File: src/dmct_pkg.sv
// constants, field layouts and bus carrier for the dual mode compare timer
// assumes one 20 MHz system clock and an 8-bit peripheral bus master
// Operation
// - two byte counters cascade into wide counter
// - reset clears both count bytes
// - upper select bit2 low: single wide counter
// - wide wrap sets upper overflow, optional request
// - wide match clears counter when enabled
// - upper select bit2 high: two byte counters
// - byte wrap sets its overflow, optional request
// - byte match clears own counter when enabled
// - reset sets both compare bytes to ones
// - wide match sets upper flag and request
// - byte match sets its flag and request
// - wide match inverts upper toggle output
// - byte match inverts its own toggle output
// - control bit 7 presets upper toggle level
// - control bit 3 presets lower toggle level
// - control register write-only, resets to zero
// - upper select encoding, watch clock div four
// - lower select encoding, event or internal clocks
// - event edge polarity selectable, lower counter only
// - pin function switch while low may count
// - wide writes and count reads pass through byte latch
// - flags cleared by zero write after read
// - module stop bit low holds timer still
package dmct_pkg;
    // ************************************************************
    // register addresses
    // ************************************************************
    localparam logic [15:0] DMCT_ADDR_CTRL  = 16'hffb6;
    localparam logic [15:0] DMCT_ADDR_CSR   = 16'hffb7;
    localparam logic [15:0] DMCT_ADDR_CNTU  = 16'hffb8;
    localparam logic [15:0] DMCT_ADDR_CNTL  = 16'hffb9;
    localparam logic [15:0] DMCT_ADDR_CMPU  = 16'hffba;
    localparam logic [15:0] DMCT_ADDR_CMPL  = 16'hffbb;
    localparam logic [15:0] DMCT_ADDR_CSTOP = 16'hfffa;

    // ************************************************************
    // reset values and read fill
    // ************************************************************
    localparam logic [7:0] DMCT_RST_CTRL  = 8'h00;
    localparam logic [7:0] DMCT_RST_CSR   = 8'h00;
    localparam logic [7:0] DMCT_RST_CNT   = 8'h00;
    localparam logic [7:0] DMCT_RST_CMP   = 8'hff;
    localparam logic [7:0] DMCT_RST_CSTOP = 8'hff;
    localparam logic [7:0] DMCT_READ_FILL = 8'hff;
    localparam logic [7:0] DMCT_BYTE_MAX  = 8'hff;

    // ************************************************************
    // field positions
    // ************************************************************
    localparam int DMCT_UPPER_OUTPUT_LEVEL_BIT   = 7;
    localparam int DMCT_MODE_BIT   = 6;
    localparam int DMCT_CKSH_LSB   = 4;
    localparam int DMCT_LOWER_OUTPUT_LEVEL_BIT   = 3;
    localparam int DMCT_CKSL_LSB   = 0;
    localparam int DMCT_UPPER_OVERFLOW_FLAG_BIT   = 7;
    localparam int DMCT_UPPER_MATCH_FLAG_BIT   = 6;
    localparam int DMCT_UPPER_OVERFLOW_IRQ_EN_BIT  = 5;
    localparam int DMCT_UPPER_MATCH_CLEAR_EN_BIT  = 4;
    localparam int DMCT_LOWER_OVERFLOW_FLAG_BIT   = 3;
    localparam int DMCT_LOWER_MATCH_FLAG_BIT   = 2;
    localparam int DMCT_LOWER_OVERFLOW_IRQ_EN_BIT  = 1;
    localparam int DMCT_LOWER_MATCH_CLEAR_EN_BIT  = 0;
    localparam int DMCT_STOP_BIT   = 2;
    localparam logic [7:0] DMCT_FLAG_MASK = 8'hcc;

    // ************************************************************
    // clock select codes and prescaler
    // ************************************************************
    localparam logic [2:0] DMCT_SEL_EV0   = 3'h0;
    localparam logic [2:0] DMCT_SEL_EV1   = 3'h1;
    localparam logic [2:0] DMCT_SEL_EV2   = 3'h2;
    localparam logic [2:0] DMCT_SEL_DIV32 = 3'h4;
    localparam logic [2:0] DMCT_SEL_DIV16 = 3'h5;
    localparam logic [2:0] DMCT_SEL_DIV4  = 3'h6;
    localparam logic [2:0] DMCT_SEL_WDIV4 = 3'h7;
    localparam int         DMCT_PRE_W     = 5;
    localparam logic [4:0] DMCT_PRE_32    = 5'h1f;
    localparam logic [3:0] DMCT_PRE_16    = 4'hf;
    localparam logic [1:0] DMCT_PRE_4     = 2'h3;

    // ************************************************************
    // bus carrier
    // ************************************************************
    typedef struct packed {
        logic [15:0] addr;
        logic [7:0]  wdata;
        logic        wr;
        logic        rd;
    } dmct_bus_s;
endpackage

File: src/dmct_timer.sv
// dual mode compare timer: counters, compare, toggle outputs, registers
// assumes bus requests and pins synchronous to clk_in; irq controller outside
`timescale 1ns/1ns
module dmct_timer
    import dmct_pkg::*;
(
    // clock and reset
    input  wire logic       clk_in,
    input  wire logic       srst_in,
    // peripheral bus
    input  wire dmct_bus_s  bus_in,
    output logic [7:0]      rdata_out,
    // pins and loose control bits
    input  wire logic       event_input_in,
    input  wire logic       event_pin_function_in,
    input  wire logic       edge_polarity_in,
    input  wire logic       watch_tick_in,
    output logic            upper_toggle_out,
    output logic            lower_toggle_out,
    // interrupt requests
    input  wire logic       upper_irq_enable_in,
    input  wire logic       lower_irq_enable_in,
    input  wire logic       upper_irq_clear_in,
    input  wire logic       lower_irq_clear_in,
    output logic            upper_irq_request_out,
    output logic            lower_irq_request_out,
    output logic            upper_irq_out,
    output logic            lower_irq_out
);
    // ************************************************************
    // state
    // ************************************************************
    logic [7:0]          ctrl_ff;
    logic [7:0]          csr_ff;
    logic [7:0]          cstop_ff;
    logic [7:0]          ucnt_ff;
    logic [7:0]          lcnt_ff;
    logic [7:0]          ucmp_ff;
    logic [7:0]          lcmp_ff;
    logic [7:0]          temp_ff;
    logic [7:0]          armed_ff;
    logic [DMCT_PRE_W-1:0] pre_ff;
    logic [1:0]          wdiv_ff;
    logic                ev_prev_ff;
    logic                mh_prev_ff;
    logic                ml_prev_ff;
    logic                utog_ff;
    logic                ltog_ff;
    logic                ureq_ff;
    logic                lreq_ff;
    logic [7:0]          rdata_ff;

    // ************************************************************
    // decode
    // ************************************************************
    logic       mode8;
    logic       run;
    logic       wr_ctrl, wr_csr, wr_cntu, wr_cntl, wr_cmpu, wr_cmpl, wr_stop;
    logic       rd_csr, rd_cntu;
    logic       ev_level, ev_edge, tick32, tick16, tick4, tickw;
    logic       l_tick, u_tick;
    logic       eq16, equ, eql, m_h, m_l, mh_rise, ml_rise;
    logic       clr16, clru, clrl, ovf16, ovfu, lower_overflow_flag;
    logic       set_upper_overflow_flag, set_lower_overflow_flag;
    logic [7:0] nxt_csr;
    logic [7:0] flag_clr;

    assign mode8 = ctrl_ff[DMCT_MODE_BIT];
    assign run   = cstop_ff[DMCT_STOP_BIT];

    // write strobes per register; read strobes for status and upper count only
    always_comb begin
        wr_ctrl = 1'b0; wr_csr = 1'b0; wr_cntu = 1'b0; wr_cntl = 1'b0;
        wr_cmpu = 1'b0; wr_cmpl = 1'b0; wr_stop = 1'b0;
        if (bus_in.addr == DMCT_ADDR_CTRL) begin
            wr_ctrl = bus_in.wr;
        end else if (bus_in.addr == DMCT_ADDR_CSR) begin
            wr_csr = bus_in.wr;
        end else if (bus_in.addr == DMCT_ADDR_CNTU) begin
            wr_cntu = bus_in.wr;
        end else if (bus_in.addr == DMCT_ADDR_CNTL) begin
            wr_cntl = bus_in.wr;
        end else if (bus_in.addr == DMCT_ADDR_CMPU) begin
            wr_cmpu = bus_in.wr;
        end else if (bus_in.addr == DMCT_ADDR_CMPL) begin
            wr_cmpl = bus_in.wr;
        end else if (bus_in.addr == DMCT_ADDR_CSTOP) begin
            wr_stop = bus_in.wr;
        end
    end
    assign rd_csr  = bus_in.rd && (bus_in.addr == DMCT_ADDR_CSR);
    assign rd_cntu = bus_in.rd && (bus_in.addr == DMCT_ADDR_CNTU);

    // ************************************************************
    // clock sources
    // ************************************************************
    // pin reads high while not in event function, so enabling the
    // function while the pin is low gives a falling edge
    assign ev_level = event_input_in | ~event_pin_function_in;
    assign ev_edge  = edge_polarity_in ? (ev_level & ~ev_prev_ff)
                                       : (~ev_level & ev_prev_ff);
    assign tick32 = (pre_ff == DMCT_PRE_32);
    assign tick16 = (pre_ff[3:0] == DMCT_PRE_16);
    assign tick4  = (pre_ff[1:0] == DMCT_PRE_4);
    assign tickw  = watch_tick_in && (wdiv_ff == DMCT_PRE_4);

    // prescaler, watch divider and edge history
    always_ff @(posedge clk_in) begin
        if (srst_in) begin
            pre_ff     <= '0;
            wdiv_ff    <= '0;
            ev_prev_ff <= 1'b1;
        end else begin
            ev_prev_ff <= ev_level;
            if (run) begin
                pre_ff <= pre_ff + 1'b1;
                if (watch_tick_in) begin
                    wdiv_ff <= wdiv_ff + 1'b1;
                end
            end
        end
    end

    // lower source: events or internal clocks, 011 counts nothing
    always_comb begin
        case (ctrl_ff[DMCT_CKSL_LSB +: 3])
            DMCT_SEL_EV0, DMCT_SEL_EV1, DMCT_SEL_EV2: l_tick = ev_edge;
            DMCT_SEL_DIV32: l_tick = tick32;
            DMCT_SEL_DIV16: l_tick = tick16;
            DMCT_SEL_DIV4:  l_tick = tick4;
            DMCT_SEL_WDIV4: l_tick = tickw;
            default:        l_tick = 1'b0;
        endcase
        l_tick = l_tick & run;
    end

    // upper source in byte mode; event pin never reaches it
    always_comb begin
        case (ctrl_ff[DMCT_CKSH_LSB +: 3])
            DMCT_SEL_DIV32: u_tick = tick32;
            DMCT_SEL_DIV16: u_tick = tick16;
            DMCT_SEL_DIV4:  u_tick = tick4;
            DMCT_SEL_WDIV4: u_tick = tickw;
            default:        u_tick = 1'b0;
        endcase
        u_tick = u_tick & run & mode8;
    end

    // ************************************************************
    // compare and overflow
    // ************************************************************
    assign eq16 = ({ucnt_ff, lcnt_ff} == {ucmp_ff, lcmp_ff});
    assign equ  = (ucnt_ff == ucmp_ff);
    assign eql  = (lcnt_ff == lcmp_ff);
    assign m_h  = mode8 ? equ : eq16;
    assign m_l  = mode8 & eql;
    // one toggle per match period, not per cycle of equality
    assign mh_rise = run & m_h & ~mh_prev_ff;
    assign ml_rise = run & m_l & ~ml_prev_ff;

    // clear happens on the count event after the match
    assign clr16 = eq16 & csr_ff[DMCT_UPPER_MATCH_CLEAR_EN_BIT];
    assign clru  = equ & csr_ff[DMCT_UPPER_MATCH_CLEAR_EN_BIT];
    assign clrl  = eql & csr_ff[DMCT_LOWER_MATCH_CLEAR_EN_BIT];
    assign ovf16 = ~mode8 & l_tick & ~clr16 & ({ucnt_ff, lcnt_ff} == 16'hffff);
    assign ovfu  = u_tick & ~clru & (ucnt_ff == DMCT_BYTE_MAX);
    assign lower_overflow_flag  = mode8 & l_tick & ~clrl & (lcnt_ff == DMCT_BYTE_MAX);
    assign set_upper_overflow_flag = ovf16 | ovfu;
    assign set_lower_overflow_flag = lower_overflow_flag;

    // match history for edge detection
    always_ff @(posedge clk_in) begin
        if (srst_in) begin
            mh_prev_ff <= 1'b0;
            ml_prev_ff <= 1'b0;
        end else begin
            mh_prev_ff <= m_h;
            ml_prev_ff <= m_l;
        end
    end

    // ************************************************************
    // counters
    // ************************************************************
    // cpu writes override counting in the same cycle
    always_ff @(posedge clk_in) begin
        if (srst_in) begin
            ucnt_ff <= DMCT_RST_CNT;
            lcnt_ff <= DMCT_RST_CNT;
        end else if (!mode8) begin
            if (wr_cntl) begin
                {ucnt_ff, lcnt_ff} <= {temp_ff, bus_in.wdata};
            end else if (l_tick) begin
                if (clr16) begin
                    {ucnt_ff, lcnt_ff} <= 16'h0000;
                end else begin
                    {ucnt_ff, lcnt_ff} <= {ucnt_ff, lcnt_ff} + 16'h0001;
                end
            end
        end else begin
            if (wr_cntu) begin
                ucnt_ff <= bus_in.wdata;
            end else if (u_tick) begin
                ucnt_ff <= clru ? DMCT_RST_CNT : ucnt_ff + 8'h01;
            end
            if (wr_cntl) begin
                lcnt_ff <= bus_in.wdata;
            end else if (l_tick) begin
                lcnt_ff <= clrl ? DMCT_RST_CNT : lcnt_ff + 8'h01;
            end
        end
    end

    // compare registers; wide writes land as one 16-bit value
    always_ff @(posedge clk_in) begin
        if (srst_in) begin
            ucmp_ff <= DMCT_RST_CMP;
            lcmp_ff <= DMCT_RST_CMP;
        end else if (!mode8) begin
            if (wr_cmpl) begin
                ucmp_ff <= temp_ff;
                lcmp_ff <= bus_in.wdata;
            end
        end else begin
            if (wr_cmpu) begin
                ucmp_ff <= bus_in.wdata;
            end
            if (wr_cmpl) begin
                lcmp_ff <= bus_in.wdata;
            end
        end
    end

    // byte latch: upper write parks data, upper count read parks lower
    always_ff @(posedge clk_in) begin
        if (srst_in) begin
            temp_ff <= 8'h00;
        end else if (!mode8) begin
            if (wr_cntu || wr_cmpu) begin
                temp_ff <= bus_in.wdata;
            end else if (rd_cntu) begin
                temp_ff <= lcnt_ff;
            end
        end
    end

    // ************************************************************
    // control registers
    // ************************************************************
    always_ff @(posedge clk_in) begin
        if (srst_in) begin
            ctrl_ff  <= DMCT_RST_CTRL;
            cstop_ff <= DMCT_RST_CSTOP;
        end else begin
            if (wr_ctrl) begin
                ctrl_ff <= bus_in.wdata;
            end
            if (wr_stop) begin
                cstop_ff <= bus_in.wdata;
            end
        end
    end

    // flags: cleared by a zero only after being read as one; set wins
    always_comb begin
        flag_clr = wr_csr ? (armed_ff & ~bus_in.wdata & DMCT_FLAG_MASK) : 8'h00;
        nxt_csr  = csr_ff & ~flag_clr;
        if (wr_csr) begin
            nxt_csr = (nxt_csr & DMCT_FLAG_MASK) | (bus_in.wdata & ~DMCT_FLAG_MASK);
        end
        nxt_csr[DMCT_UPPER_OVERFLOW_FLAG_BIT] = nxt_csr[DMCT_UPPER_OVERFLOW_FLAG_BIT] | set_upper_overflow_flag;
        nxt_csr[DMCT_UPPER_MATCH_FLAG_BIT] = nxt_csr[DMCT_UPPER_MATCH_FLAG_BIT] | mh_rise;
        nxt_csr[DMCT_LOWER_OVERFLOW_FLAG_BIT] = nxt_csr[DMCT_LOWER_OVERFLOW_FLAG_BIT] | set_lower_overflow_flag;
        nxt_csr[DMCT_LOWER_MATCH_FLAG_BIT] = nxt_csr[DMCT_LOWER_MATCH_FLAG_BIT] | ml_rise;
    end

    always_ff @(posedge clk_in) begin
        if (srst_in) begin
            csr_ff   <= DMCT_RST_CSR;
            armed_ff <= 8'h00;
        end else begin
            csr_ff <= nxt_csr;
            if (rd_csr) begin
                armed_ff <= csr_ff & DMCT_FLAG_MASK;
            end else begin
                armed_ff <= armed_ff & ~flag_clr;
            end
        end
    end

    // ************************************************************
    // toggle outputs and interrupt requests
    // ************************************************************
    // a level write takes effect at once and beats a same-cycle match
    always_ff @(posedge clk_in) begin
        if (srst_in) begin
            utog_ff <= 1'b0;
            ltog_ff <= 1'b0;
        end else if (wr_ctrl) begin
            utog_ff <= bus_in.wdata[DMCT_UPPER_OUTPUT_LEVEL_BIT];
            ltog_ff <= bus_in.wdata[DMCT_LOWER_OUTPUT_LEVEL_BIT];
        end else begin
            if (mh_rise) begin
                utog_ff <= ~utog_ff;
            end
            if (ml_rise) begin
                ltog_ff <= ~ltog_ff;
            end
        end
    end

    always_ff @(posedge clk_in) begin
        if (srst_in) begin
            ureq_ff <= 1'b0;
            lreq_ff <= 1'b0;
        end else begin
            ureq_ff <= (ureq_ff & ~upper_irq_clear_in) | mh_rise
                       | (set_upper_overflow_flag & csr_ff[DMCT_UPPER_OVERFLOW_IRQ_EN_BIT]);
            lreq_ff <= (lreq_ff & ~lower_irq_clear_in) | ml_rise
                       | (set_lower_overflow_flag & csr_ff[DMCT_LOWER_OVERFLOW_IRQ_EN_BIT]);
        end
    end

    // ************************************************************
    // read data
    // ************************************************************
    always_ff @(posedge clk_in) begin
        if (srst_in) begin
            rdata_ff <= 8'h00;
        end else if (bus_in.rd) begin
            if (bus_in.addr == DMCT_ADDR_CSR) begin
                rdata_ff <= csr_ff;
            end else if (bus_in.addr == DMCT_ADDR_CNTU) begin
                rdata_ff <= ucnt_ff;
            end else if (bus_in.addr == DMCT_ADDR_CNTL) begin
                rdata_ff <= mode8 ? lcnt_ff : temp_ff;
            end else if (bus_in.addr == DMCT_ADDR_CMPU) begin
                rdata_ff <= ucmp_ff;
            end else if (bus_in.addr == DMCT_ADDR_CMPL) begin
                rdata_ff <= lcmp_ff;
            end else if (bus_in.addr == DMCT_ADDR_CSTOP) begin
                rdata_ff <= cstop_ff;
            end else begin
                rdata_ff <= DMCT_READ_FILL; // control is write-only
            end
        end
    end

    assign rdata_out             = rdata_ff;
    assign upper_toggle_out      = utog_ff;
    assign lower_toggle_out      = ltog_ff;
    assign upper_irq_request_out = ureq_ff;
    assign lower_irq_request_out = lreq_ff;
    assign upper_irq_out         = ureq_ff & upper_irq_enable_in;
    assign lower_irq_out         = lreq_ff & lower_irq_enable_in;
endmodule

File: config.mk
export PLATFORM = sky130hd
export DESIGN_NAME = dmct_timer
export DESIGN_NICKNAME = d
export VERILOG_FILES = /design/src/dmct_pkg.sv /design/src/dmct_timer.sv
export SDC_FILE = /design/constraint.sdc
export NUM_CORES = 1
export LEC_CHECK = 0
export BUFFER_PORTS_ARGS = -buffer_cell sky130_fd_sc_hd__clkbuf_2
export CAP_MARGIN = 20
export CELL_PAD_IN_SITES_DETAIL_PLACEMENT = 0
export CELL_PAD_IN_SITES_GLOBAL_PLACEMENT = 1
export CORE_ASPECT_RATIO = 1.25
export CORE_MARGIN = 1
export CORE_UTILIZATION = 48
export DETAILED_ROUTE_END_ITERATION = 16
export HOLD_SLACK_MARGIN = 0.1
export PLACE_DENSITY = 0.95
export SLEW_MARGIN = 20
export SYNTH_ARGS = -nofsm -noshare
export SYNTH_HDL_FRONTEND = slang
export SYNTH_SLANG_ARGS = --single-unit
File: constraint.sdc
create_clock -name clk_in -period 4.52 [get_ports clk_in]
set_clock_uncertainty 0.2 [all_clocks]
set_input_delay 0.226 -clock clk_in [delete_from_list [all_inputs] [get_ports clk_in]]
set_output_delay 0.226 -clock clk_in [all_outputs]
set_load 0.005 [all_outputs]
After elaboration in Yosys (flattened, before gate mapping)
Cells that the tools add are included.
{"block": "totals", "register_bits": 93, "word_cells": 192}
{"block": "op_classes", "n_addsub": 5, "n_eq_ne": 29, "mux": 65, "bitwise": 56, "n_reduce_logical": 17}
{"op": "8-bit 2-to-1 mux", "n": 29}
{"op": "16-bit equality test, second input constant", "n": 8}
{"op": "1-bit 2-to-1 mux", "n": 34}
{"op": "1-bit AND", "n": 27}
{"op": "8-bit AND", "n": 3}
{"op": "3-bit equality test, second input constant", "n": 8}
{"op": "16-bit by 1-bit adder with 16-bit output, second input constant", "n": 1}
{"op": "8-bit by 1-bit adder with 8-bit output, second input constant", "n": 2}
{"op": "16-bit equality test", "n": 1}
{"op": "8-bit equality test", "n": 2}
{"op": "8-bit equality test, second input constant", "n": 2}
{"op": "8-bit inverter", "n": 2}
{"op": "1-bit inverter", "n": 13}
{"op": "1-bit OR", "n": 10}
{"op": "2-bit nonzero test", "n": 5}
{"op": "8-bit by 6-bit OR with 8-bit output", "n": 1}
{"op": "2-bit AND reduction", "n": 4}
{"op": "5-bit by 1-bit adder with 5-bit output, second input constant", "n": 1}
{"op": "5-bit equality test, second input constant", "n": 1}
{"op": "1-bit case mux with 5 select lines", "n": 1}
{"op": "2-bit equality test, second input constant", "n": 2}
{"op": "4-bit equality test, second input constant", "n": 1}
{"op": "1-bit case mux with 4 select lines", "n": 1}
{"op": "3-bit by 1-bit equality test with 1-bit output, second input constant", "n": 1}
{"op": "10 further kinds", "n": 12}

Logic depth before layout (Yosys ltp)
Gate-level depths: netlist (run 1).
{"block": "logic_depth", "word_depth": 13, "ltp_mapped": 11, "ltp_nobuf": 10}

Worst setup path before layout (run 1)
Ideal clock, no wire load.
{"block": "synth_path", "kind": "reg2reg", "from": "reg pre_ff[0]", "to": "reg ucnt_ff[0]", "setup_ns": 0.086, "t_arrival_ns": 2.113, "t_required_ns": 4.234, "path_slack_ns": 2.121, "path_stages_with_launch": 12, "n_path_buf": 1, "period_less_slack_ns": 2.399, "path_cell_list": "dfxtp_1 ha_1 nand3_1 inv_1 ha_1 mux2_2 o21ai_0 a211o_1 a32o_1 clkbuf_1 a211oi_1 a211oi_1"}
{"block": "synth_via", "elab_chain_cells": 6}
{"element": "from (decl)", "line_no": "dmct_timer.sv:42", "rtl": "logic [DMCT_PRE_W-1:0] pre_ff;"}
{"element": "from (signal assigned)", "line_no": "dmct_timer.sv:116", "rtl": "pre_ff <= pre_ff + 1'b1;"}
{"element": "5-bit equality test (tied with other cells)", "line_no": "dmct_timer.sv:102", "rtl": "assign tick32 = (pre_ff == DMCT_PRE_32);"}
{"element": "1-bit case mux with 4 select lines", "line_no": "dmct_timer.sv:139", "rtl": "case (ctrl_ff[DMCT_CKSH_LSB +: 3])"}
{"element": "1-bit AND (2 in series)", "line_no": "dmct_timer.sv:146", "rtl": "u_tick = u_tick & run & mode8;"}
{"element": "3-bit by 1-bit inequality test with 1-bit output (no source line)"}
{"element": "2-bit AND reduction (no source line) *"}
{"element": "to (signal assigned)", "line_no": "dmct_timer.sv:192", "rtl": "{ucnt_ff, lcnt_ff} <= {temp_ff, bus_in.wdata};"}
{"element": "to (signal assigned)", "line_no": "dmct_timer.sv:197", "rtl": "{ucnt_ff, lcnt_ff} <= {ucnt_ff, lcnt_ff} + 16'h0001;"}
{"element": "to (signal assigned)", "line_no": "dmct_timer.sv:202", "rtl": "ucnt_ff <= bus_in.wdata;"}
{"element": "to (decl)", "line_no": "dmct_timer.sv:36", "rtl": "logic [7:0] ucnt_ff;"}
Every way passes the cells marked *; elsewhere a longest branch is shown, timed or not.
A chain may end at the register's enable or synchronous reset.

Worst setup path after layout (run 1)
{"block": "layout_path", "from": "in bus_in[19] (netlist bit)", "to": "reg ucmp_ff[5]"}
{"block": "layout_via", "elab_chain_cells": 9}
{"element": "from (decl)", "line_no": "dmct_timer.sv:11", "rtl": "input wire dmct_bus_s bus_in,"}
{"element": "16-bit equality test", "line_no": "dmct_timer.sv:85", "rtl": "end else if (bus_in.addr == DMCT_ADDR_CMPL) begin"}
{"element": "1-bit 2-to-1 mux", "line_no": "dmct_timer.sv:85"}
{"element": "1-bit 2-to-1 mux", "line_no": "dmct_timer.sv:83", "rtl": "end else if (bus_in.addr == DMCT_ADDR_CMPU) begin"}
{"element": "1-bit 2-to-1 mux", "line_no": "dmct_timer.sv:81", "rtl": "end else if (bus_in.addr == DMCT_ADDR_CNTL) begin"}
{"element": "1-bit 2-to-1 mux", "line_no": "dmct_timer.sv:79", "rtl": "end else if (bus_in.addr == DMCT_ADDR_CNTU) begin"}
{"element": "1-bit 2-to-1 mux", "line_no": "dmct_timer.sv:77", "rtl": "end else if (bus_in.addr == DMCT_ADDR_CSR) begin"}
{"element": "1-bit 2-to-1 mux", "line_no": "dmct_timer.sv:75", "rtl": "if (bus_in.addr == DMCT_ADDR_CTRL) begin"}
{"element": "2-bit nonzero test (no source line)"}
{"element": "2-bit AND reduction (no source line) *"}
{"element": "to (signal assigned)", "line_no": "dmct_timer.sv:221", "rtl": "ucmp_ff <= temp_ff;"}
{"element": "to (signal assigned)", "line_no": "dmct_timer.sv:226", "rtl": "ucmp_ff <= bus_in.wdata;"}
{"element": "to (decl)", "line_no": "dmct_timer.sv:38", "rtl": "logic [7:0] ucmp_ff;"}
Marks and branches as above.

==> results of run 1 <==
-- where the power goes --
part | total [mW] | internal (mW) | switching (mW)
registers | 0.793 | 0.785 | 0.00793
logic | 0.119 | 0.0414 | 0.0774
clock network | 0.726 | 0.392 | 0.334
-- per-stage QoR --
stage	total power [mW]	utilization (%)
after floorplan	0.871	-
after global placement	0.920	52.4
after detailed placement	0.922	52.4
after CTS	1.64	55.8
after global routing	1.69	55.8
final	1.64	55.8
-- cell families after synthesis --
group / count (synthesis) / share of synthesized area (%)
AO/OA/AOI/OAI: 176 / 23.8
XOR/XNOR: 24 / 4.11
adder cells (fa/ha/maj): 5 / 1.22
buffers and inverters: 68 / 5.48
flip-flops: 88 / 34.5
multiplexers: 32 / 6.41
AND/OR/NAND/NOR: 258 / 24.5
-- sequential cells by signal, summed over array words and instances (netlist names), 2 cells and up --
signal and count:
ucmp_ff 8, lcnt_ff 8, ucnt_ff 8, csr_ff 8
pre_ff 5, temp_ff 8, rdata_out 8, ctrl_ff 6
armed_ff 4, wdiv_ff 2, cstop_ff 8, lcmp_ff 8
-- routing by layer --
| layer | GRT usage [%] | share of wire (%) | vias to the layer above |
|---|---|---|---|
| met5 | 0 | 0 | - |
| met4 | 20.5 | 7.5 | 0 |
| met3 | 5.58 | 8.1 | 82 |
| met2 | 45.2 | 44 | 271 |
| met1 | 38.9 | 40 | 2457 |
| li1 | - | - | 2442 |
-- tightest hold or removal path, cell delays in order --
cell and delay [ns]:
clkbuf_2 0.23, mux2i_1 0.11, nand2_1 0.06
-- cell type report --
cell class                 count  share of cell area (%)
tap                          129                    2.83
sequential                    88                    30.9
timing repair buffer          61                    6.19
inverter                      17                    1.12
clock buffer                  11                    4.26
clock inverter                 5                   0.703
multi-input combinational    495                    54.0
-- repair_timing --
action                                 in CTS  in global routing
hold buffers                                7                  0
buffers inserted                            0                  0
endpoints found under the hold margin       8                  0
-- synthesized netlist by cell type (3+ instances only) --
master / n / area share [%]
o31ai_1: 8 / 1.2
nand2_1: 88 / 6.5
a211oi_1: 14 / 2.1
xnor2_1: 20 / 3.4
and3_1: 9 / 1.1
and4_1: 4 / 0.69
dfxtp_1: 88 / 34
a2111oi_0: 3 / 0.51
xor2_1: 4 / 0.69
mux2i_1: 26 / 5.1
a32oi_1: 13 / 2.2
nor2_1: 58 / 4.3
nand4_1: 13 / 1.6
a21oi_1: 41 / 4.0
o32ai_1: 8 / 1.4
nand3b_1: 3 / 0.44
a22oi_1: 3 / 0.44
o22ai_1: 9 / 1.1
buf_2: 13 / 1.3
clkbuf_1: 31 / 2.3
inv_1: 16 / 1.2
buf_1: 5 / 0.37
and2_1: 4 / 0.49
a31oi_1: 9 / 1.1
ha_1: 5 / 1.2
o21ai_0: 21 / 2.1
nand2b_1: 13 / 1.6
o211ai_1: 13 / 1.9
nand3_1: 18 / 1.8
mux2_2: 6 / 1.3
o2bb2ai_1: 14 / 2.4
nor3_1: 19 / 1.9
a31o_2: 4 / 0.69
nor4_1: 14 / 1.7
-- final timing paths --
path                             start                   endpoint  cells after the start
max reg2reg     pre_ff[0]$_SDFFE_PP0P_    ucnt_ff[0]$_SDFFE_PP0P_                     10
max                         bus_in[19]    ucmp_ff[5]$_SDFFE_PP1P_                      7
min                          bus_in[4]   cstop_ff[2]$_SDFFE_PP1P_                      3
min reg2reg  rdata_out[0]$_SDFFE_PP0P_  rdata_out[0]$_SDFFE_PP0P_                      2
==> metrics list, run 1 <==
* Run status: completed
- The number of nets in the synthesized netlist is 692.
- Layout-stage area growth over the synthesis result: 11.5%
- The min-delay analysis places its worst path in the category in -> reg.
- Layout cells sized above 1: 12.7%
* Maximum achievable frequency: 333 MHz
- For this design, the sink count on the clock tree is 88.
- Final estimated routing congestion in global placement: 0.970
- Clock-pin slew was measured on the worst setup and hold paths at 0.07 ns.
- In the synthesized netlist the dominant register cell turns out to be dfxtp_1.
- Cell area after synthesis: 0.00511 mm^2
- STA puts the critical path data required time at 4.54 ns.
- Buffers and inverters on the worst path: 1
* DRT iter0 DRCs: 645
- Initial antenna violation count: 0
- Setup TNS Final: 0 ns
- The floorplan step defined a die boundary enclosing 0.0111 mm^2.
- Clk root buf: clkbuf_16
- Setup repair after global routing left no endpoint under its margin.
- The number of global-route vias before repair is 4844.
- After the last flow step, the layout net total stands at 713.
- Number of port buffers: 49
- The tool flagged a number of max-cap violations equal to 0.
- The synthesized netlist contains 62 unique library cells.
- Of all flip-flops after synthesis, the portion carrying an async set or reset was 0%.
- Entering global routing, the biggest net connects 43 pins.
- Before CTS, the worst setup slack after placement is 1.30 ns.
- Level count of the clock H-tree: 3
- For this run, the detailed router's first-pass iteration total came to 6.
* Library cell contributing the largest single delay on the critical path: o21ai_1
- Data arrives at the worst endpoint at 3.02 ns.
* Standard-cell rows: 41
- Final hold analysis gives a worst-case slack of 0.115 ns.
- Final design area excluding fillers: 0.00570 mm^2
- Effective utilization at floorplan: 50.1%
* DIE WIDTH: 94.3 um
- After synthesis, the mean cell area works out to 7.85 um^2.
- Total placed instance area: 0.00535 mm^2
* Area taken by multi-input logic gates: 0.00308 mm^2
* Global-route wire length before repair: 25600 um
* Number of storage elements in the synthesis netlist: 88
* Post-synthesis sequential area ratio: 34.5%
- 0 antenna diodes ended up in the layout.
* Total Wirelength: 16400 um
* Cells traversed along the worst timing path: clkbuf_2 > and4_1 > nand4_1 > o21ai_1 > o21bai_1 > mux2i_1 > nand2_1
- Period utilization: 66.4%
* Endpoints failing hold: 0
* R2r setup slk: 1.56 ns
* Num ports: 50
* Bufs on Longest Clock Path: 2
* Number of remaining DRC errors: 0
- Count of final setup violators: 0
* Commonest cells after routing, fill and taps aside: nand2_1 (88), dfxtp_1 (88), nor2_1 (58)
* Number of inserted filler cells in the final layout: 954
- TritonCTS built the clock tree.
- Total via count in the routed design: 5252
- The HPWL after detailed placement is 11800 um.
- Number of CTS-inserted buffers: 9
- Post-CTS repair changed the size of 0 cells.
- The worst-case IR drop observed on VDD is 182 uV.
- The count of cells in the finished layout, fillers not included, comes to 806.
- Worst slew margin: 23.0%
* Cells after Synth: 651
- Dividing total power by cell area gives a power density of 287 mW/mm^2.
- Registers take 0.00176 mm^2.
- In this run, placement finished with an instance count of 783.
- The count of final max-slew check failures is 0.
* Transition time at the pin with the least slew margin: 1.14 ns
- Yosys printed 0 warnings.
- Fin worst setup slack: 1.52 ns
- In this design, the largest share of critical-path delay is due to compound AO/OA/AOI/OAI gates.
- The core region is 0.0102 mm^2.
- For the worst-skew pair, the clock arrives at the later sink with an insertion delay of 0.35 ns.
- In this run the vertical extent of the chip is 117 um.
- Routed vias/inst: 6.52
* Wire length per cell after detailed routing: 20.4 um
* Largest stage delay, worst path: 0.89 ns
- Global routing usage summed across all routing layers: 30.2%
- Counting I/O delays and the setup requirement, the final critical path takes 3.00 ns.
- The synthesized design contains 0 enable-type register cells.
* Reported leakage power: 2.17 nW
- Remaining antenna violation count after routing: 0
- Element type at the critical path start: input pin
- Peak fanout along the critical path: 18
* Sum of overflow across all layers after global routing: 0
- Classification of the worst setup path: in -> reg
- STA classifies the critical path endpoint as a register.
Note: power is estimated with default switching activity, not from simulation.
==> run 2: changes to the inputs <==
--- a/config.mk
+++ b/config.mk
@@ -5,16 +5,17 @@
 export SDC_FILE = /design/constraint.sdc
 export NUM_CORES = 1
 export LEC_CHECK = 0
+export ABC_AREA = 1
 export BUFFER_PORTS_ARGS = -buffer_cell sky130_fd_sc_hd__clkbuf_2
 export CAP_MARGIN = 20
 export CELL_PAD_IN_SITES_DETAIL_PLACEMENT = 0
 export CELL_PAD_IN_SITES_GLOBAL_PLACEMENT = 1
 export CORE_ASPECT_RATIO = 1.25
 export CORE_MARGIN = 1
-export CORE_UTILIZATION = 48
+export CORE_UTILIZATION = 39
 export DETAILED_ROUTE_END_ITERATION = 16
 export HOLD_SLACK_MARGIN = 0.1
-export PLACE_DENSITY = 0.95
+export PLACE_DENSITY = 0.89
 export SLEW_MARGIN = 20
 export SYNTH_ARGS = -nofsm -noshare
 export SYNTH_HDL_FRONTEND = slang
==> constraint.sdc (replaced) <==
create_clock -name clk_in -period 2.5 [get_ports clk_in]
set_clock_uncertainty 0.2 [all_clocks]
set_input_delay 0.125 -clock clk_in [delete_from_list [all_inputs] [get_ports clk_in]]
set_output_delay 0.125 -clock clk_in [all_outputs]
set_load 0.005 [all_outputs]
==> run 2 against run 1 <==
Effect of this change:
- clock-buffer cell count grew 1
- via count grew 13%
- clock power grew 97%
- core utilization shrank 10 points
- register-to-register slack lost 1.3 ns
- non-clock buffer count grew 14
- critical endpoint is now ucnt_ff[3]$_SDFFE_PP0P_
- largest cell class unchanged
==> metrics list, run 2 <==
- Combinational logic burns 8.9% of the power.
* Clock power share: 45.1%
* Effective utilization at floorplan: 39.7%
- The routed layout has 5960 vias.
* Number of CTS-inserted buffers: 9
- In the final routed layout, each cell accounts on average for 16.6 um.
* Worst slew margin: 61.7%
- Data arrival time of the worst path: 2.39 ns
- Yosys printed 0 warnings.
* Time the final worst path needs with I/O delays and setup: 2.35 ns
- The initialized floorplan defines 49 standard-cell rows.
- Summed over all cells, the static leakage comes to 3.20 nW.
* Number of port buffers: 49
* Distinct cells, synth: 42
* Worst-skew pair later-pin latency: 0.35 ns
* Peak fanout along the critical path: 12
* Total power per unit cell area: 482 mW/mm^2
- Synth top area cells: dfxtp_1 (31%), nand2_1 (17%), inv_1 (7.2%), nor2_1 (6.1%), a21oi_1 (6.1%)
- Post-synthesis sequential area ratio: 30.9%
- Remaining antenna violation count after routing: 0
* Element type at the critical path start: input pin
- Most area-hungry cell type in the Yosys netlist: dfxtp_1
- The die covers 0.0151 mm^2.
- The region available for standard cell placement spans 0.0143 mm^2.
* Maximum achievable frequency: 425 MHz
* Setup TNS Final: 0 ns
- TritonCTS built the clock tree.
* Classification of the worst setup path: in -> reg
* Level count of the clock H-tree: 3
- The cell count after synthesis came out at 893.
* Final estimated routing congestion in global placement: 0.972
- Final hold analysis gives a worst-case slack of 0.141 ns.
- Most used standard cell by instance count after synthesis: nand2_1
* Fraction of synthesis flops using an asynchronous set or reset pin: 0%
- The number of antenna violations at the first check in global routing is 0.
- The tightest min-delay check is of the in -> reg type.
- Clock slew at the register clock pins of the worst setup and hold paths: 0.07 ns
- Clk root buf: clkbuf_16
- The number of endpoints with negative hold slack in the final report was 0.
- Int Power: 2.36 mW
- The most used flip-flop cell after synthesis is dfxtp_1.
- Total Wirelength: 18800 um
- Across every metal layer, demand over resource in global routing totals 26.2%.
* Routed vias/inst: 5.25
- Layout-stage area growth over the synthesis result: 15.1%
- The library cell used most frequently in the layout, excluding fill and tap cells, is nand2_1.
- For the pin with the worst max-slew slack, the measured transition is 0.575 ns.
- Final Slew Violations: 0
- DRT iter0 DRCs: 409
* Final HPWL from detailed placement: 14100 um
- The repair_antennas step left the layout with diodes totalling 0.
- Setup repair after global routing left no endpoint under its margin.
* Number of storage elements in the synthesis netlist: 88
- Yosys mapped a number of flops with a built-in enable equal to 0.
- Syn nets: 934
- Setup violations remaining at the end of the flow were counted as 0.
* Switching power share of the total: 25.3%
- The floorplan step set the die height to 137 um.
* First-pass iteration count of the detailed router: 5
- Switching power summed over all nets: 801 uW
- The worst setup path is captured at a register.
* Number of remaining DRC errors: 0
- The total overflow left after global routing is 0.
* Bufs on Longest Clock Path: 2
- Commonest cells after routing, fill and taps aside: nand2_1 (259), inv_1 (108), nor2_1 (93)
- Final net count: 993
- The cell area that synthesis handed to floorplanning was 0.00570 mm^2.
- After layout, the worst path uses 94.0% of the clock period.
* Commonest cells post-synth: nand2_1 (260), inv_1 (109), nor2_1 (93), dfxtp_1 (88), a21oi_1 (69)
* DIE WIDTH: 110 um
* Layout cells sized above 1: 14.4%
- Global-route wire length before repair: 29400 um
* Run status: completed
- Sequential cells burn 46.0% of the power.
- 50 I/O pins were placed.
- Max-Cap Viols: 0
* Number of global-route vias before repair: 5560
- Syn Area/Cell: 6.38 um^2
* Power consumption: 3.16 mW
- IR Drop Worst-Case VDD: 335 uV
- Maximum number of pins on one net before global-route repair: 47
- Top-area cell type share of the netlist area: 30.9%
- CTS sink cnt: 88
* Share of the core filled with cells in the final layout: 45.7%
- Data on the critical path is required at its endpoint by 2.54 ns.
run 2: changes by cell type after synthesis, moves of 15 or more:
cell / previous run / this run
nand3_1: 18 / 67
mux2i_1: 26 / 0
nand2_1: 88 / 260
nor2_1: 58 / 93
xnor2_1: 20 / 1
clkbuf_1: 31 / 7
a21oi_1: 41 / 69
inv_1: 16 / 109
nor3_1: 19 / 4
run 2: metrics by stage:
step	std cells	area, um^2	setup WS [ns]
2_1_floorplan	893	5700	0.500
3_3_place_gp	1106	6110	0.210
3_5_place_dp	1106	6110	0.139
4_1_cts	1135	6550	0.0544
5_1_grt	1135	6560	0.00719
6_report	1135	6560	0.149
run 2: what timing repair did:
item | CTS | global route
buffers inserted | 0 | 0
gates resized for setup | 0 | 3
hold buffers | 13 | 0
setup endpoints to repair | 0 | 8
endpoints found under the hold margin | 35 | 0
run 2: worst max-delay path, stage by stage:
cell	delay (ns)
dlygate4sd3_1	0.52
clkbuf_2	0.09
nand2_1	0.05
dlygate4sd3_1	0.55
inv_1	0.07
nand2_1	0.05
nand3b_1	0.12
nand3_1	0.17
nand3_2	0.13
nand2_4	0.13
inv_2	0.12
o21ai_0	0.08
nor2_1	0.11
nor2_1	0.05
run 2: routing by layer:
metal / part of all wire (%) / GRT usage, % / vias up
li1: - / - / 2987
met1: 40 / 30.6 / 2707
met2: 48 / 44.4 / 202
met3: 5.7 / 4.73 / 64
met4: 5.8 / 15.3 / 0
met5: 0 / 0 / -
run 2: power by group through the flow:
| stage | Sequential, mW | Combinational (mW) | Clock, mW |
|---|---|---|---|
| finish | 1.45 | 0.281 | 1.43 |
| floorplan | 1.48 | 0.167 | 0 |
| detailed placement | 1.49 | 0.262 | 0 |
| global route | 1.46 | 0.314 | 1.48 |
| global placement | 1.49 | 0.261 | 0 |
| CTS | 1.45 | 0.279 | 1.43 |
run 2: path summary, 6_finish.rpt:
check        slack (ns)                    start                   endpoint  cells past startpoint
max reg2reg        0.22   pre_ff[1]$_SDFFE_PP0P_    ucnt_ff[3]$_SDFFE_PP0P_                     15
max                0.15    event_pin_function_in    ucnt_ff[3]$_SDFFE_PP0P_                     14
min                0.14                  srst_in  rdata_out[3]$_SDFFE_PP0P_                      3
min reg2reg        0.26  wdiv_ff[1]$_SDFFE_PP0P_    wdiv_ff[1]$_SDFFE_PP0P_                      2
run 2: logic make-up (layout without fill, tap and decap cells):
| group | Yosys count | in the layout | synth area share, % |
|---|---|---|---|
| simple gates | 490 | 490 | 38.9 |
| buf+inv | 147 | 211 | 10.9 |
| compound gates | 146 | 146 | 15.6 |
| flops | 88 | 88 | 30.9 |
| xor+xnor | 17 | 17 | 2.61 |
| fa+ha+maj | 5 | 5 | 1.10 |
run 2: layout make-up:
| type | instances | area, um^2 |
|---|---|---|
| timing repair buffer | 75 | 485 |
| inverter | 120 | 457 |
| tap | 178 | 223 |
| clock inverter | 4 | 52.6 |
| multi-input combinational | 658 | 3330 |
| clock buffer | 12 | 256 |
| sequential | 88 | 1760 |
| fill | 1570 | 7780 |
